<file path="config.mk">
export PLATFORM = sky130hd
export DESIGN_NAME = dtp_top
export DESIGN_NICKNAME = d
export VERILOG_FILES = /design/src/include/dtp_pkg.sv /design/src/include/dtp_timer_if.sv /design/src/dtp_pin_sync.sv /design/src/dtp_timer.sv /design/src/dtp_top.sv
export SDC_FILE = /design/constraint.sdc
export NUM_CORES = 1
export LEC_CHECK = 0
export ABC_CLOCK_PERIOD_IN_PS = 3900
export BUFFER_PORTS_ARGS = -buffer_cell sky130_fd_sc_hd__buf_2
export CELL_PAD_IN_SITES_DETAIL_PLACEMENT = 0
export CELL_PAD_IN_SITES_GLOBAL_PLACEMENT = 1
export CORE_UTILIZATION = 43
export DETAILED_ROUTE_END_ITERATION = 8
export PLACE_DENSITY = 0.85
export REMOVE_ABC_BUFFERS = 1
export SETUP_SLACK_MARGIN = 0.15
export SLEW_MARGIN = 20
export SYNTH_ARGS = -nofsm -noshare
export SYNTH_HDL_FRONTEND = slang
export SYNTH_SLANG_ARGS = --single-unit
</file>
<file path="constraint.sdc">
create_clock -name aclk -period 3.9 [get_ports aclk]
set_input_delay 0.195 -clock aclk [delete_from_list [all_inputs] [get_ports aclk]]
set_output_delay 0.195 -clock aclk [all_outputs]
set_load 0.005 [all_outputs]
</file>
<file path="src/include/dtp_pkg.sv">
package dtp_pkg;

    // ==========================================================
    // Register map: printed offsets are indices, byte address = 4 * index
    localparam int unsigned AXI_AW = 8;
    localparam int unsigned ADDR_LSB = 2;
    localparam int unsigned IDX_W = 6;
    localparam logic [IDX_W-1:0] IDX_TA_CTRL = 6'h1c;
    localparam logic [IDX_W-1:0] IDX_TA_COUNT = 6'h1d;
    localparam logic [IDX_W-1:0] IDX_TA_SCALE = 6'h1e;
    localparam logic [IDX_W-1:0] IDX_TB_CTRL = 6'h32;
    localparam logic [IDX_W-1:0] IDX_TB_COUNT = 6'h33;
    localparam logic [IDX_W-1:0] IDX_TB_SCALE = 6'h34;
    localparam logic [IDX_W-1:0] IDX_TB_LIMIT = 6'h3f;

    localparam logic [1:0] RESP_OKAY = 2'h0;
    localparam logic [1:0] RESP_SLVERR = 2'h2;

    // ==========================================================
    // Field layout and reset values
    localparam int unsigned CS_HI = 7;
    localparam int unsigned CS_LO = 4;
    localparam int unsigned OS_HI = 3;
    localparam int unsigned OS_LO = 2;
    localparam int unsigned MODE_BIT = 1;
    localparam int unsigned INV_BIT = 0;
    localparam int unsigned RES_BIT = 7;
    localparam int unsigned PRE_HI = 6;
    localparam int unsigned PRE_LO = 5;
    localparam int unsigned SCL_HI = 4;
    localparam int unsigned SCL_LO = 0;
    localparam logic [7:0] REG_RST = 8'h00;
    localparam logic [7:0] CNT_RST = 8'h00;
    localparam logic [7:0] FULL_TOP = 8'hff;

    // ==========================================================
    // Clock select codes
    typedef enum logic [3:0] {
        DTP_CS_OFF = 4'h0,
        DTP_CS_SYS = 4'h1,
        DTP_CS_FAST = 4'h2,
        DTP_CS_EXT = 4'h3,
        DTP_CS_SLOW = 4'h4,
        DTP_CS_CMP = 4'h5,
        DTP_CS_A0_RISE = 4'h8,
        DTP_CS_A0_FALL = 4'h9,
        DTP_CS_B0_RISE = 4'ha,
        DTP_CS_B0_FALL = 4'hb,
        DTP_CS_A4_RISE = 4'hc,
        DTP_CS_A4_FALL = 4'hd
    } dtp_csel_t;

    // Output select codes
    localparam logic [1:0] OSEL_OFF = 2'h0;
    localparam logic [1:0] OSEL_1 = 2'h1;
    localparam logic [1:0] OSEL_2 = 2'h2;
    localparam logic [1:0] OSEL_3 = 2'h3;

    // Positions of the synchronised clock sources
    localparam int unsigned NUM_SRC = 7;
    localparam int unsigned SRC_FAST = 0;
    localparam int unsigned SRC_SLOW = 1;
    localparam int unsigned SRC_EXT = 2;
    localparam int unsigned SRC_CMP = 3;
    localparam int unsigned SRC_A0 = 4;
    localparam int unsigned SRC_B0 = 5;
    localparam int unsigned SRC_A4 = 6;

    // Prescaler terminal counts for divide by 1, 4, 16, 64
    function automatic logic [5:0] pre_limit(input logic [1:0] sel);
        logic [5:0] lim;
        lim = 6'h00;
        case (sel)
            2'h1: lim = 6'h03;
            2'h2: lim = 6'h0f;
            2'h3: lim = 6'h3f;
            default: lim = 6'h00;
        endcase
        return lim;
    endfunction

    // One-hot pin enable from an output select field
    function automatic logic [2:0] osel_dec(input logic [1:0] sel);
        logic [2:0] en;
        en = 3'h0;
        case (sel)
            OSEL_1: en = 3'h1;
            OSEL_2: en = 3'h2;
            OSEL_3: en = 3'h4;
            default: en = 3'h0;
        endcase
        return en;
    endfunction

endpackage

</file>
<file path="src/include/dtp_timer_if.sv">
interface dtp_timer_if;
    logic [7:0] ctrl;
    logic [7:0] scale;
    logic [7:0] bound;
    logic load;
    logic [7:0] load_val;
    logic [7:0] count;
    logic wave;

    modport regs (
        output ctrl, scale, bound, load, load_val,
        input count, wave
    );
    modport tmr (
        input ctrl, scale, bound, load, load_val,
        output count, wave
    );
endinterface

</file>
<file path="src/dtp_pin_sync.sv">
module dtp_pin_sync #(
    parameter int unsigned W = 1
) (
    // Clock and reset
    input wire logic aclk,
    input wire logic aresetn,
    // Pins
    input wire logic [W-1:0] pin_async,
    output logic [W-1:0] pin_level
);
    import dtp_pkg::*;

    typedef struct packed {
        logic [W-1:0] s1;
        logic [W-1:0] s2;
        logic [W-1:0] s3;
        logic [W-1:0] lvl;
    } dtp_sync_st_t;

    dtp_sync_st_t q_r;
    dtp_sync_st_t q_nxt;

    // A change is accepted only once the two settled stages agree
    always_comb
    begin
        q_nxt = q_r;
        q_nxt.s1 = pin_async;
        q_nxt.s2 = q_r.s1;
        q_nxt.s3 = q_r.s2;
        for (int i = 0; i < int'(W); i++)
        begin
            if (q_r.s2[i] == q_r.s3[i])
            begin
                q_nxt.lvl[i] = q_r.s3[i];
            end
        end
    end

    always_ff @(posedge aclk)
    begin
        if (!aresetn)
        begin
            q_r <= '0;
        end
        else
        begin
            q_r <= q_nxt;
        end
    end

    assign pin_level = q_r.lvl;
endmodule

</file>
<file path="src/dtp_timer.sv">
module dtp_timer #(
    parameter bit FAST_DOUBLE = 1'b0,
    parameter int unsigned REDUCED_BITS = 6
) (
    // Clock and reset
    input wire logic aclk,
    input wire logic aresetn,
    // Synchronised clock sources
    input wire logic [dtp_pkg::NUM_SRC-1:0] src_lvl,
    // Register side
    dtp_timer_if.tmr tif
);
    import dtp_pkg::*;

    typedef struct packed {
        logic [NUM_SRC-1:0] prev;
        logic [5:0] pre_cnt;
        logic [4:0] sc_cnt;
        logic [7:0] cnt;
        logic wave;
    } dtp_tmr_st_t;

    localparam logic [7:0] RED_TOP = 8'((1 << REDUCED_BITS) - 1);

    dtp_tmr_st_t q_r;
    dtp_tmr_st_t q_nxt;

    // Sources are sampled on aclk and a level needs two equal samples, so each must run at most a quarter of it
    function automatic logic src_tick(input logic [3:0] sel, input logic [NUM_SRC-1:0] lvl,
                                      input logic [NUM_SRC-1:0] prv);
        logic [NUM_SRC-1:0] rise;
        logic [NUM_SRC-1:0] fall;
        logic t;
        rise = lvl & ~prv;
        fall = ~lvl & prv;
        t = 1'b0;
        case (sel)
            DTP_CS_SYS: t = 1'b1;
            DTP_CS_FAST: t = FAST_DOUBLE ? (rise[SRC_FAST] | fall[SRC_FAST]) : rise[SRC_FAST];
            DTP_CS_EXT: t = rise[SRC_EXT];
            DTP_CS_SLOW: t = rise[SRC_SLOW];
            DTP_CS_CMP: t = rise[SRC_CMP];
            DTP_CS_A0_RISE: t = rise[SRC_A0];
            DTP_CS_A0_FALL: t = fall[SRC_A0];
            DTP_CS_B0_RISE: t = rise[SRC_B0];
            DTP_CS_B0_FALL: t = fall[SRC_B0];
            DTP_CS_A4_RISE: t = rise[SRC_A4];
            DTP_CS_A4_FALL: t = fall[SRC_A4];
            default: t = 1'b0;
        endcase
        return t;
    endfunction

    always_comb
    begin
        logic tick;
        logic ptick;
        logic ctick;
        logic [7:0] top;
        logic [7:0] duty;
        tick = src_tick(tif.ctrl[CS_HI:CS_LO], src_lvl, q_r.prev);
        ptick = 1'b0;
        ctick = 1'b0;
        top = tif.scale[RES_BIT] ? RED_TOP : FULL_TOP;
        duty = tif.bound & top;
        q_nxt = q_r;
        q_nxt.prev = src_lvl;
        if (tick)
        begin
            if (q_r.pre_cnt >= pre_limit(tif.scale[PRE_HI:PRE_LO]))
            begin
                q_nxt.pre_cnt = '0;
                ptick = 1'b1;
            end
            else
            begin
                q_nxt.pre_cnt = q_r.pre_cnt + 6'h01;
            end
        end
        if (ptick)
        begin
            if (q_r.sc_cnt >= tif.scale[SCL_HI:SCL_LO])
            begin
                q_nxt.sc_cnt = '0;
                ctick = 1'b1;
            end
            else
            begin
                q_nxt.sc_cnt = q_r.sc_cnt + 5'h01;
            end
        end
        // A software load beats a count in the same cycle
        if (tif.load)
        begin
            q_nxt.cnt = tif.load_val;
        end
        else if (ctick)
        begin
            if (tif.ctrl[MODE_BIT])
            begin
                q_nxt.cnt = (q_r.cnt >= top) ? CNT_RST : q_r.cnt + 8'h01;
            end
            else if (q_r.cnt == tif.bound)
            begin
                q_nxt.cnt = CNT_RST;
                q_nxt.wave = ~q_r.wave;
            end
            else
            begin
                q_nxt.cnt = q_r.cnt + 8'h01;
            end
        end
        if (tif.ctrl[MODE_BIT])
        begin
            q_nxt.wave = (q_nxt.cnt < duty);
        end
    end

    always_ff @(posedge aclk)
    begin
        if (!aresetn)
        begin
            q_r <= '0;
        end
        else
        begin
            q_r <= q_nxt;
        end
    end

    assign tif.count = q_r.cnt;
    assign tif.wave = q_r.wave;
endmodule

</file>
<file path="src/dtp_top.sv">
// Register access over AXI4-Lite is this design's own decision.
module dtp_top #(
    // Fast oscillator counted on both edges (doubled rate)
    parameter bit FAST_DOUBLE = 1'b0,
    // Resolution used when scaler bit 7 is set: 6 or 7
    parameter int unsigned REDUCED_BITS = 6,
    // Output code 01 of timer_a: 0 port_b_pin_two, 1 port_b_pin_zero
    parameter bit PIN_OPTION = 1'b0,
    // Fixed terminal value of timer_a when not in PWM mode; in PWM mode it sets the duty value
    parameter logic [7:0] TA_BOUND = 8'hff
) (
    // Clock and reset
    input wire logic aclk,
    input wire logic aresetn,
    // AXI4-Lite write address
    input wire logic [dtp_pkg::AXI_AW-1:0] s_axi_awaddr,
    input wire logic s_axi_awvalid,
    output logic s_axi_awready,
    // AXI4-Lite write data
    input wire logic [31:0] s_axi_wdata,
    input wire logic [3:0] s_axi_wstrb,
    input wire logic s_axi_wvalid,
    output logic s_axi_wready,
    // AXI4-Lite write response
    output logic [1:0] s_axi_bresp,
    output logic s_axi_bvalid,
    input wire logic s_axi_bready,
    // AXI4-Lite read address
    input wire logic [dtp_pkg::AXI_AW-1:0] s_axi_araddr,
    input wire logic s_axi_arvalid,
    output logic s_axi_arready,
    // AXI4-Lite read data
    output logic [31:0] s_axi_rdata,
    output logic [1:0] s_axi_rresp,
    output logic s_axi_rvalid,
    input wire logic s_axi_rready,
    // Clock sources, asynchronous
    input wire logic fast_internal_osc,
    input wire logic slow_internal_osc,
    input wire logic external_crystal_osc,
    input wire logic comparator_out,
    input wire logic port_a_pin_zero_in,
    input wire logic port_b_pin_zero_in,
    input wire logic port_a_pin_four_in,
    // timer_a pins: [0] b2, [1] b0, [2] a3, [3] b4
    output logic [3:0] timer_a_pin_o,
    output logic [3:0] timer_a_pin_oe,
    // timer_b pins: [0] b5, [1] b6, [2] b7
    output logic [2:0] timer_b_pin_o,
    output logic [2:0] timer_b_pin_oe
);
    import dtp_pkg::*;

    // ==========================================================
    // State
    typedef struct packed {
        logic aw_held;
        logic [IDX_W-1:0] aw_idx;
        logic w_held;
        logic [7:0] w_data;
        logic w_lane0;
        logic awready;
        logic wready;
        logic bvalid;
        logic [1:0] bresp;
        logic arready;
        logic rvalid;
        logic [7:0] rdata;
        logic [1:0] rresp;
        logic [7:0] ta_ctrl;
        logic [7:0] ta_scale;
        logic ta_load;
        logic [7:0] tb_ctrl;
        logic [7:0] tb_scale;
        logic [7:0] tb_limit;
        logic tb_load;
        logic [7:0] ld_val;
        logic [3:0] ta_o;
        logic [3:0] ta_oe;
        logic [2:0] tb_o;
        logic [2:0] tb_oe;
    } dtp_top_st_t;

    dtp_top_st_t q_r;
    dtp_top_st_t q_nxt;

    logic [NUM_SRC-1:0] src_lvl;

    dtp_timer_if ta_if();
    dtp_timer_if tb_if();

    // ==========================================================
    // Source synchroniser and the two timers
    dtp_pin_sync #(
        .W(NUM_SRC)
    ) u_sync (
        .aclk(aclk),
        .aresetn(aresetn),
        .pin_async({port_a_pin_four_in, port_b_pin_zero_in, port_a_pin_zero_in,
                    comparator_out, external_crystal_osc, slow_internal_osc,
                    fast_internal_osc}),
        .pin_level(src_lvl)
    );

    dtp_timer #(
        .FAST_DOUBLE(FAST_DOUBLE),
        .REDUCED_BITS(REDUCED_BITS)
    ) u_timer_a (
        .aclk(aclk),
        .aresetn(aresetn),
        .src_lvl(src_lvl),
        .tif(ta_if.tmr)
    );

    dtp_timer #(
        .FAST_DOUBLE(FAST_DOUBLE),
        .REDUCED_BITS(REDUCED_BITS)
    ) u_timer_b (
        .aclk(aclk),
        .aresetn(aresetn),
        .src_lvl(src_lvl),
        .tif(tb_if.tmr)
    );

    assign ta_if.ctrl = q_r.ta_ctrl;
    assign ta_if.scale = q_r.ta_scale;
    assign ta_if.bound = TA_BOUND;
    assign ta_if.load = q_r.ta_load;
    assign ta_if.load_val = q_r.ld_val;
    assign tb_if.ctrl = q_r.tb_ctrl;
    assign tb_if.scale = q_r.tb_scale;
    assign tb_if.bound = q_r.tb_limit;
    assign tb_if.load = q_r.tb_load;
    assign tb_if.load_val = q_r.ld_val;

    // ==========================================================
    // Register decode
    function automatic logic idx_known(input logic [IDX_W-1:0] idx);
        return idx inside {IDX_TA_CTRL, IDX_TA_COUNT, IDX_TA_SCALE, IDX_TB_CTRL,
                           IDX_TB_COUNT, IDX_TB_SCALE, IDX_TB_LIMIT};
    endfunction

    function automatic logic [IDX_W-1:0] addr_idx(input logic [AXI_AW-1:0] a);
        return a[ADDR_LSB +: IDX_W];
    endfunction

    always_comb
    begin
        logic [7:0] rd;
        logic [2:0] en_a;
        logic [2:0] en_b;
        logic wave_a;
        logic wave_b;
        rd = 8'h00;
        en_a = 3'h0;
        en_b = 3'h0;
        wave_a = 1'b0;
        wave_b = 1'b0;
        q_nxt = q_r;
        q_nxt.ta_load = 1'b0;
        q_nxt.tb_load = 1'b0;

        // Write channel: address and data taken in either order
        if (q_r.bvalid && s_axi_bready)
        begin
            q_nxt.bvalid = 1'b0;
        end
        if (s_axi_awvalid && q_r.awready)
        begin
            q_nxt.aw_held = 1'b1;
            q_nxt.aw_idx = addr_idx(s_axi_awaddr);
        end
        if (s_axi_wvalid && q_r.wready)
        begin
            q_nxt.w_held = 1'b1;
            q_nxt.w_data = s_axi_wdata[7:0];
            q_nxt.w_lane0 = s_axi_wstrb[0];
        end
        if (q_nxt.aw_held && q_nxt.w_held && !q_r.bvalid)
        begin
            q_nxt.aw_held = 1'b0;
            q_nxt.w_held = 1'b0;
            q_nxt.bvalid = 1'b1;
            q_nxt.bresp = idx_known(q_nxt.aw_idx) ? RESP_OKAY : RESP_SLVERR;
            if (q_nxt.w_lane0)
            begin
                case (q_nxt.aw_idx)
                    IDX_TA_CTRL: q_nxt.ta_ctrl = q_nxt.w_data;
                    IDX_TA_SCALE: q_nxt.ta_scale = q_nxt.w_data;
                    IDX_TB_CTRL: q_nxt.tb_ctrl = q_nxt.w_data;
                    IDX_TB_SCALE: q_nxt.tb_scale = q_nxt.w_data;
                    IDX_TB_LIMIT: q_nxt.tb_limit = q_nxt.w_data;
                    IDX_TA_COUNT:
                    begin
                        q_nxt.ta_load = 1'b1;
                        q_nxt.ld_val = q_nxt.w_data;
                    end
                    IDX_TB_COUNT:
                    begin
                        q_nxt.tb_load = 1'b1;
                        q_nxt.ld_val = q_nxt.w_data;
                    end
                    default: q_nxt.bresp = RESP_SLVERR;
                endcase
            end
        end
        // One write in flight: hold off both channels until the response is taken
        q_nxt.awready = !q_nxt.aw_held && !q_nxt.bvalid;
        q_nxt.wready = !q_nxt.w_held && !q_nxt.bvalid;

        // Read channel; write-only registers read as zero
        if (q_r.rvalid && s_axi_rready)
        begin
            q_nxt.rvalid = 1'b0;
        end
        if (s_axi_arvalid && q_r.arready)
        begin
            case (addr_idx(s_axi_araddr))
                IDX_TA_CTRL: rd = q_r.ta_ctrl;
                IDX_TA_COUNT: rd = ta_if.count;
                IDX_TB_CTRL: rd = q_r.tb_ctrl;
                IDX_TB_COUNT: rd = tb_if.count;
                default: rd = 8'h00;
            endcase
            q_nxt.rvalid = 1'b1;
            q_nxt.rdata = rd;
            q_nxt.rresp = idx_known(addr_idx(s_axi_araddr)) ? RESP_OKAY : RESP_SLVERR;
        end
        q_nxt.arready = !q_nxt.rvalid;

        // Output routing, registered so the pins never glitch on decode
        en_a = osel_dec(q_r.ta_ctrl[OS_HI:OS_LO]);
        en_b = osel_dec(q_r.tb_ctrl[OS_HI:OS_LO]);
        wave_a = ta_if.wave ^ q_r.ta_ctrl[INV_BIT];
        wave_b = tb_if.wave ^ q_r.tb_ctrl[INV_BIT];
        q_nxt.ta_oe = {en_a[2], en_a[1], en_a[0] & PIN_OPTION, en_a[0] & ~PIN_OPTION};
        q_nxt.ta_o = q_nxt.ta_oe & {4{wave_a}};
        q_nxt.tb_oe = en_b;
        q_nxt.tb_o = en_b & {3{wave_b}};
    end

    always_ff @(posedge aclk)
    begin
        if (!aresetn)
        begin
            q_r <= '0;
        end
        else
        begin
            q_r <= q_nxt;
        end
    end

    // ==========================================================
    // Outputs
    assign s_axi_awready = q_r.awready;
    assign s_axi_wready = q_r.wready;
    assign s_axi_bvalid = q_r.bvalid;
    assign s_axi_bresp = q_r.bresp;
    assign s_axi_arready = q_r.arready;
    assign s_axi_rvalid = q_r.rvalid;
    assign s_axi_rdata = {24'h000000, q_r.rdata};
    assign s_axi_rresp = q_r.rresp;
    assign timer_a_pin_o = q_r.ta_o;
    assign timer_a_pin_oe = q_r.ta_oe;
    assign timer_b_pin_o = q_r.tb_o;
    assign timer_b_pin_oe = q_r.tb_oe;
endmodule

</file>
# Word level (Yosys, flattened, before mapping)
# Index checks and enable logic that the tools add are counted.
# word_totals
reg_bits,173
inputBits,66
output_inout_bits,55
elab_cells,215
# classes
n_addsub,6
magnitude_cmp,8
n_eq_ne,59
mux,55
bitwise_logic,11
n_reduce_logical,31
# op_table
cell,count
8-bit 2-to-1 mux,10
4-bit == test (second input constant),12
6-bit == test (second input constant),8
6-bit by 5-bit == test with 1-bit output (second input constant),6
6-bit one-hot mux with 3 select lines,2
8-bit one-hot mux with 4 select lines,1
3-bit AND reduction,9
6-bit 2-to-1 mux,4
1-bit 2-to-1 mux,22
1-bit one-hot mux with 11 select lines,2
9-bit 2-to-1 mux,2
3-bit one-hot mux with 3 select lines,2
8-bit by 1-bit adder with 8-bit output (second input constant),2
2-bit == test (second input constant),8
4-bit by 2-bit == test with 1-bit output (second input constant),4
4-bit by 3-bit == test with 1-bit output (second input constant),4
8-bit greater-or-equal comparator,2
8-bit < comparator,2
7-bit bitwise AND,2
7-bit NOT,2
7-bit nonzero test,2
6-bit by 1-bit adder with 6-bit output (second input constant),2
6-bit greater-or-equal comparator,2
11-bit 2-to-1 mux,1
23 further kinds,57

# Depth between registers and ports, before layout
# depth
depth_word,12
ltp_mapped,19
depth_no_buf,18

# Modules after synthesis
# A second synthesis with hierarchy kept.
# hier_totals
cells_unflattened,1035
hier_area_um2,9190.1
# modules_own_cells
module,instances,cells_per_inst,area_each_um2,seq_area_each_um2
dtp_top,1,440,4140.2,1881.8
dtp_timer at u_timer_a,1,260,2108.3,540.5
dtp_timer at u_timer_b,1,256,2060.7,540.5
dtp_pin_sync,1,79,880.8,560.5

# Worst setup path before layout
# OpenSTA, ideal clock, no wires.
# synth_timing
path_kind,flip-flop to flip-flop
startpoint,"register q_r, in the netlist tb_if.scale[5]"
endpoint,"register u_timer_b.q_r, in the netlist u_timer_b.tif.wave"
setup_time_ns,0.088
t_arrival_ns,3.424
required_time_ns,3.812
setup_slack_ns,0.388
stages_incl_launch_ff,19
path_buffers,0
synth_period_minus_slack_ns,3.512
cell_sequence,dfxtp_1 -> or2_2 -> ha_1 -> nand2b_1 -> a21oi_1 -> o21a_1 -> o21ai_0 -> nand3_4 -> o31a_1 -> nor3_1 -> nor3_1 -> ha_1 -> a21oi_1 -> nor2b_1 -> o21ai_0 -> o21ai_0 -> nor3b_1 -> nor2_1 -> nor4_2
# synth_rtl
element,line_no,text
start: declaration,dtp_top.sv:84,dtp_top_st_t q_r;
start signal: assignment,dtp_top.sv:250,q_r <= q_nxt;
end signal: assignment,dtp_timer.sv:127,q_r <= q_nxt;
end: declaration,dtp_timer.sv:25,dtp_tmr_st_t q_r;

==> impl_metrics.ini <==
[run_status]
status = complete, no violations

[critical_path]
crit_family = simple AND/OR/NAND/NOR gates
crit_path_max_fanout = 9
worstSetupStartpointType = flip-flop
worst_ep_required_time_ns = 4.25
crit_slowest_cell = nor4_1
worst-path-buf-inv = 1
cp_num_cells = 19
critPathCaptureType = flip-flop
ff2ff_path_depth = 19
cp.arrival_ns = 3.83
path_cells = or2_2 -> ha_1 -> nand2b_1 -> a21oi_1 -> o21a_1 -> o21ai_1 -> buf_4 -> nand3_4 -> nor4_1 -> nor3_2 -> nor3_1 -> ha_1 -> a21oi_2 -> nor2b_1 -> o21ai_0 -> o21ai_0 -> nor3b_1 -> nor2_1 -> nor4_2
crit_type = flip-flop to flip-flop
max_stage_delay_ns = 0.36

[floorplan]
die_w_um = 141
initial_utilization = 0.441
row_count = 50
core_mm2 = 0.0188
die_area_mm2 = 0.0199
io_pins = 121
die_h_um = 141

[finish]
drive_gt1_frac = 0.143
post-route-util = 0.493
nets = 1097
area_growth_pct = 11.7
num_antenna_cells = 0
nFillCells = 1784

[placed_design]
port-buffer-count = 61
dp_hpwl_um = 12900
gp_congestion = 0.865

[route]
wl_um = 18200
drc = 0
drtPass1Iterations = 5
wl_per_cell_um = 14.4
drt_iter0_markers = 439
via_per_inst = 5.22
num_vias = 6598
antenna_left = 0

[yosys]
synth_seq_area_share = 0.407
syn_avg_cell_area_um2 = 8.73
yosysTopAreaCell = dfxtp_1
async_flop_share = 0
synth_area_mm2 = 0.00831
ys_top_cells_by_area = dfxtp_1 41%, ha_1 6.2%, nor2_1 6.0%
muxShareOfSynthArea = 0.0259
synth_simple_gate_area_share = 0.229
synth_seq_cells = 169
synth.top_cell.area_share = 0.407
synth_enable_flop_cells = 0
synth-compound-area-share = 0.163
yosys_warnings = 0
synth_top_family_by_area = simple AND/OR/NAND/NOR gates
synth_adder_area_share = 0.0618
synth_cell_type_count = 79
synthXorXnorAreaFrac = 0.0264
synthCells = 951
ys.flop_type = dfxtp_1

[power_and_ir_drop]
seqPwrFrac = 0.482
peakVddDrop_mv = 0.338
p_sw_mw = 0.928
intPower_mw = 2.74
switching_share = 0.253
pwr-share-clk = 0.469
combPwrFrac = 0.049
power.density_mw_per_mm2 = 395
leakage_nw = 3.69

[timing]
worst_pin_slew_ns = 1.05
clock.fmax_mhz = 288
setup_viol_count_final = 0
period_share = 0.892
fin_skew_ns = 0.0109
maxSlewViolCount = 0
rsz0062_at_grt = true
slew_headroom = 0.296
period_needed_ns = 3.48
hold_viol_final = 0
tns_ns = 0

[clock_tree]
htree_levels = 4
root_buffer = clkbuf_16
tritoncts = done
clk_latency_ns = 0.43
cts_sinks = 169
clkTransAtPathRegs_ns = 0.07
cts_buffer_depth = 2
cts_inserted_buffers = 17

[grt]
grt_first_pass_wirelength_um = 30000
grt-ovfl-total = 0
first_global_vias = 5977
grt_antenna_before_repair = 0
grt_max_degree = 49
grt_usage = 0.191

[flow_run]
maxCapViolCount = 0

[worst_hold_path]
hold_path_class = input port to flip-flop
worstHoldPathCells = 3
## Yosys cell counts (all sizes together), types with 3 or more instances
cell type,number
o31a,6
nor3,28
dfxtp,169
ha,41
a21oi,52
nor3b,13
a21o,3
nand3,19
nand3b,5
a31oi,7
and3,6
clkbuf,25
a22oi,23
inv,34
or2,4
mux2i,20
nor4b,3
nand4,10
or3,6
and2,32
a41oi,3
xor2,17
xnor2,8
nor4,10
nand2,72
o22ai,4
nor2,134
o21a,8
a211oi,44
o21ai,21
nand2b,16
o31ai,3
buf,65
nor2b,8
## final cells by class
class                           instances  area [um2]  share of cell area
Multi-Input combinational cell        684        4330               0.467
Sequential cell                       169        3380               0.365
Timing Repair Buffer                   83         504              0.0544
Clock buffer                           17         425              0.0459
Tap cell                              260         325              0.0351
Clock inverter                         15         171              0.0185
Inverter                               35         131              0.0142
## logic make-up after synthesis
| family | Yosys count |
|---|---|
| other cells | 1 |
| xor+xnor | 25 |
| flops | 169 |
| fa+ha+maj | 41 |
| simple gates | 373 |
| compound gates | 196 |
| mux | 21 |
| buf+inv | 125 |
## per-stage QoR
step | hold WS [ns] | std cells | area [um2] | worst slack (ns) | total power, mW
floorplan | 0.309 | 888 | 7820 | 0.288 | 1.90
global placement | 0.408 | 1222 | 8560 | 0.341 | 1.98
detailed placement | 0.403 | 1222 | 8560 | 0.284 | 1.98
CTS | 0.00868 | 1261 | 9230 | 0.268 | 3.70
global route | 0.0321 | 1263 | 9280 | 0.140 | 3.79
finish | 0.0305 | 1263 | 9280 | 0.423 | 3.67
## flip-flops by register name, summed over array words and instances (netlist names), 7 cells and up
signal / cells
u_timer_a.q_r: 18
q_r: 17
u_sync.q_nxt: 14
u_timer_b.q_r: 11
s_axi_rdata: 8
ta_if.ctrl: 8
ta_if.load_val: 8
ta_if.scale: 8
tb_if.bound: 8
tb_if.ctrl: 8
tb_if.scale: 8
u_timer_a.tif.count: 8
u_timer_b.tif.count: 8
u_sync.pin_level: 7
u_sync.q_r: 7
## final timing paths
check | slack [ns] | start | end
max | 0.42 | tb_if.scale[5]$_SDFFE_PN0P_ | u_timer_b.tif.wave$_SDFFE_PN0P_
min | 0.03 | s_axi_awaddr[6] | q_r[95]$_SDFF_PN0_
min reg2reg | 0.43 | q_r[97]$_SDFF_PN0_ | s_axi_awready$_SDFF_PN0_
max reg2reg | 0.42 | tb_if.scale[5]$_SDFFE_PN0P_ | u_timer_b.tif.wave$_SDFFE_PN0P_
## power groups by stage
| stage | logic (mW) | registers [mW] | clock network (mW) |
|---|---|---|---|
| 2_1_floorplan | 0.0975 | 1.80 | 0 |
| 3_3_place_gp | 0.172 | 1.81 | 0 |
| 3_5_place_dp | 0.173 | 1.81 | 0 |
| 4_1_cts | 0.180 | 1.77 | 1.75 |
| 5_1_grt | 0.200 | 1.77 | 1.82 |
| 6_report | 0.179 | 1.77 | 1.72 |
## layer usage
metal  up-vias  global-route usage  part of all wire
met5         -                   0                 0
met2       158               0.302              0.45
met4         0              0.0578             0.012
li1       3357                   -                 -
met3        15              0.0442             0.048
met1      3068               0.258              0.49
## placed cells by master, fill, tap and decap left out, types with 8 or more instances in the layout
cell / instances
nor2b_1: 8
dfxtp_1: 169
a21oi_1: 51
nand2_1: 71
clkbuf_16: 17
ha_1: 41
conb_1: 28
o21ai_0: 17
nor2_1: 133
buf_4: 13
nor3b_1: 11
xnor2_1: 8
xor2_1: 17
inv_1: 33
nand4_1: 10
nor3_1: 22
a211oi_1: 44
mux2i_1: 18
buf_2: 61
nand3_1: 18
and2_1: 31
a22oi_1: 22
nand2b_1: 16
## repair_timing
item / CTS / global route
buffers inserted: 0 / 2
hold endpoints to repair: 7 / 0
resized for setup: 0 / 9
hold buffers: 7 / 0
setup endpoints to repair: 0 / 2
## worst min-delay path, stage by stage
cell and delay, ns:
buf_2 0.11, nand2_1 0.06, a21oi_1 0.05
Power figures use the tool's default switching activity.
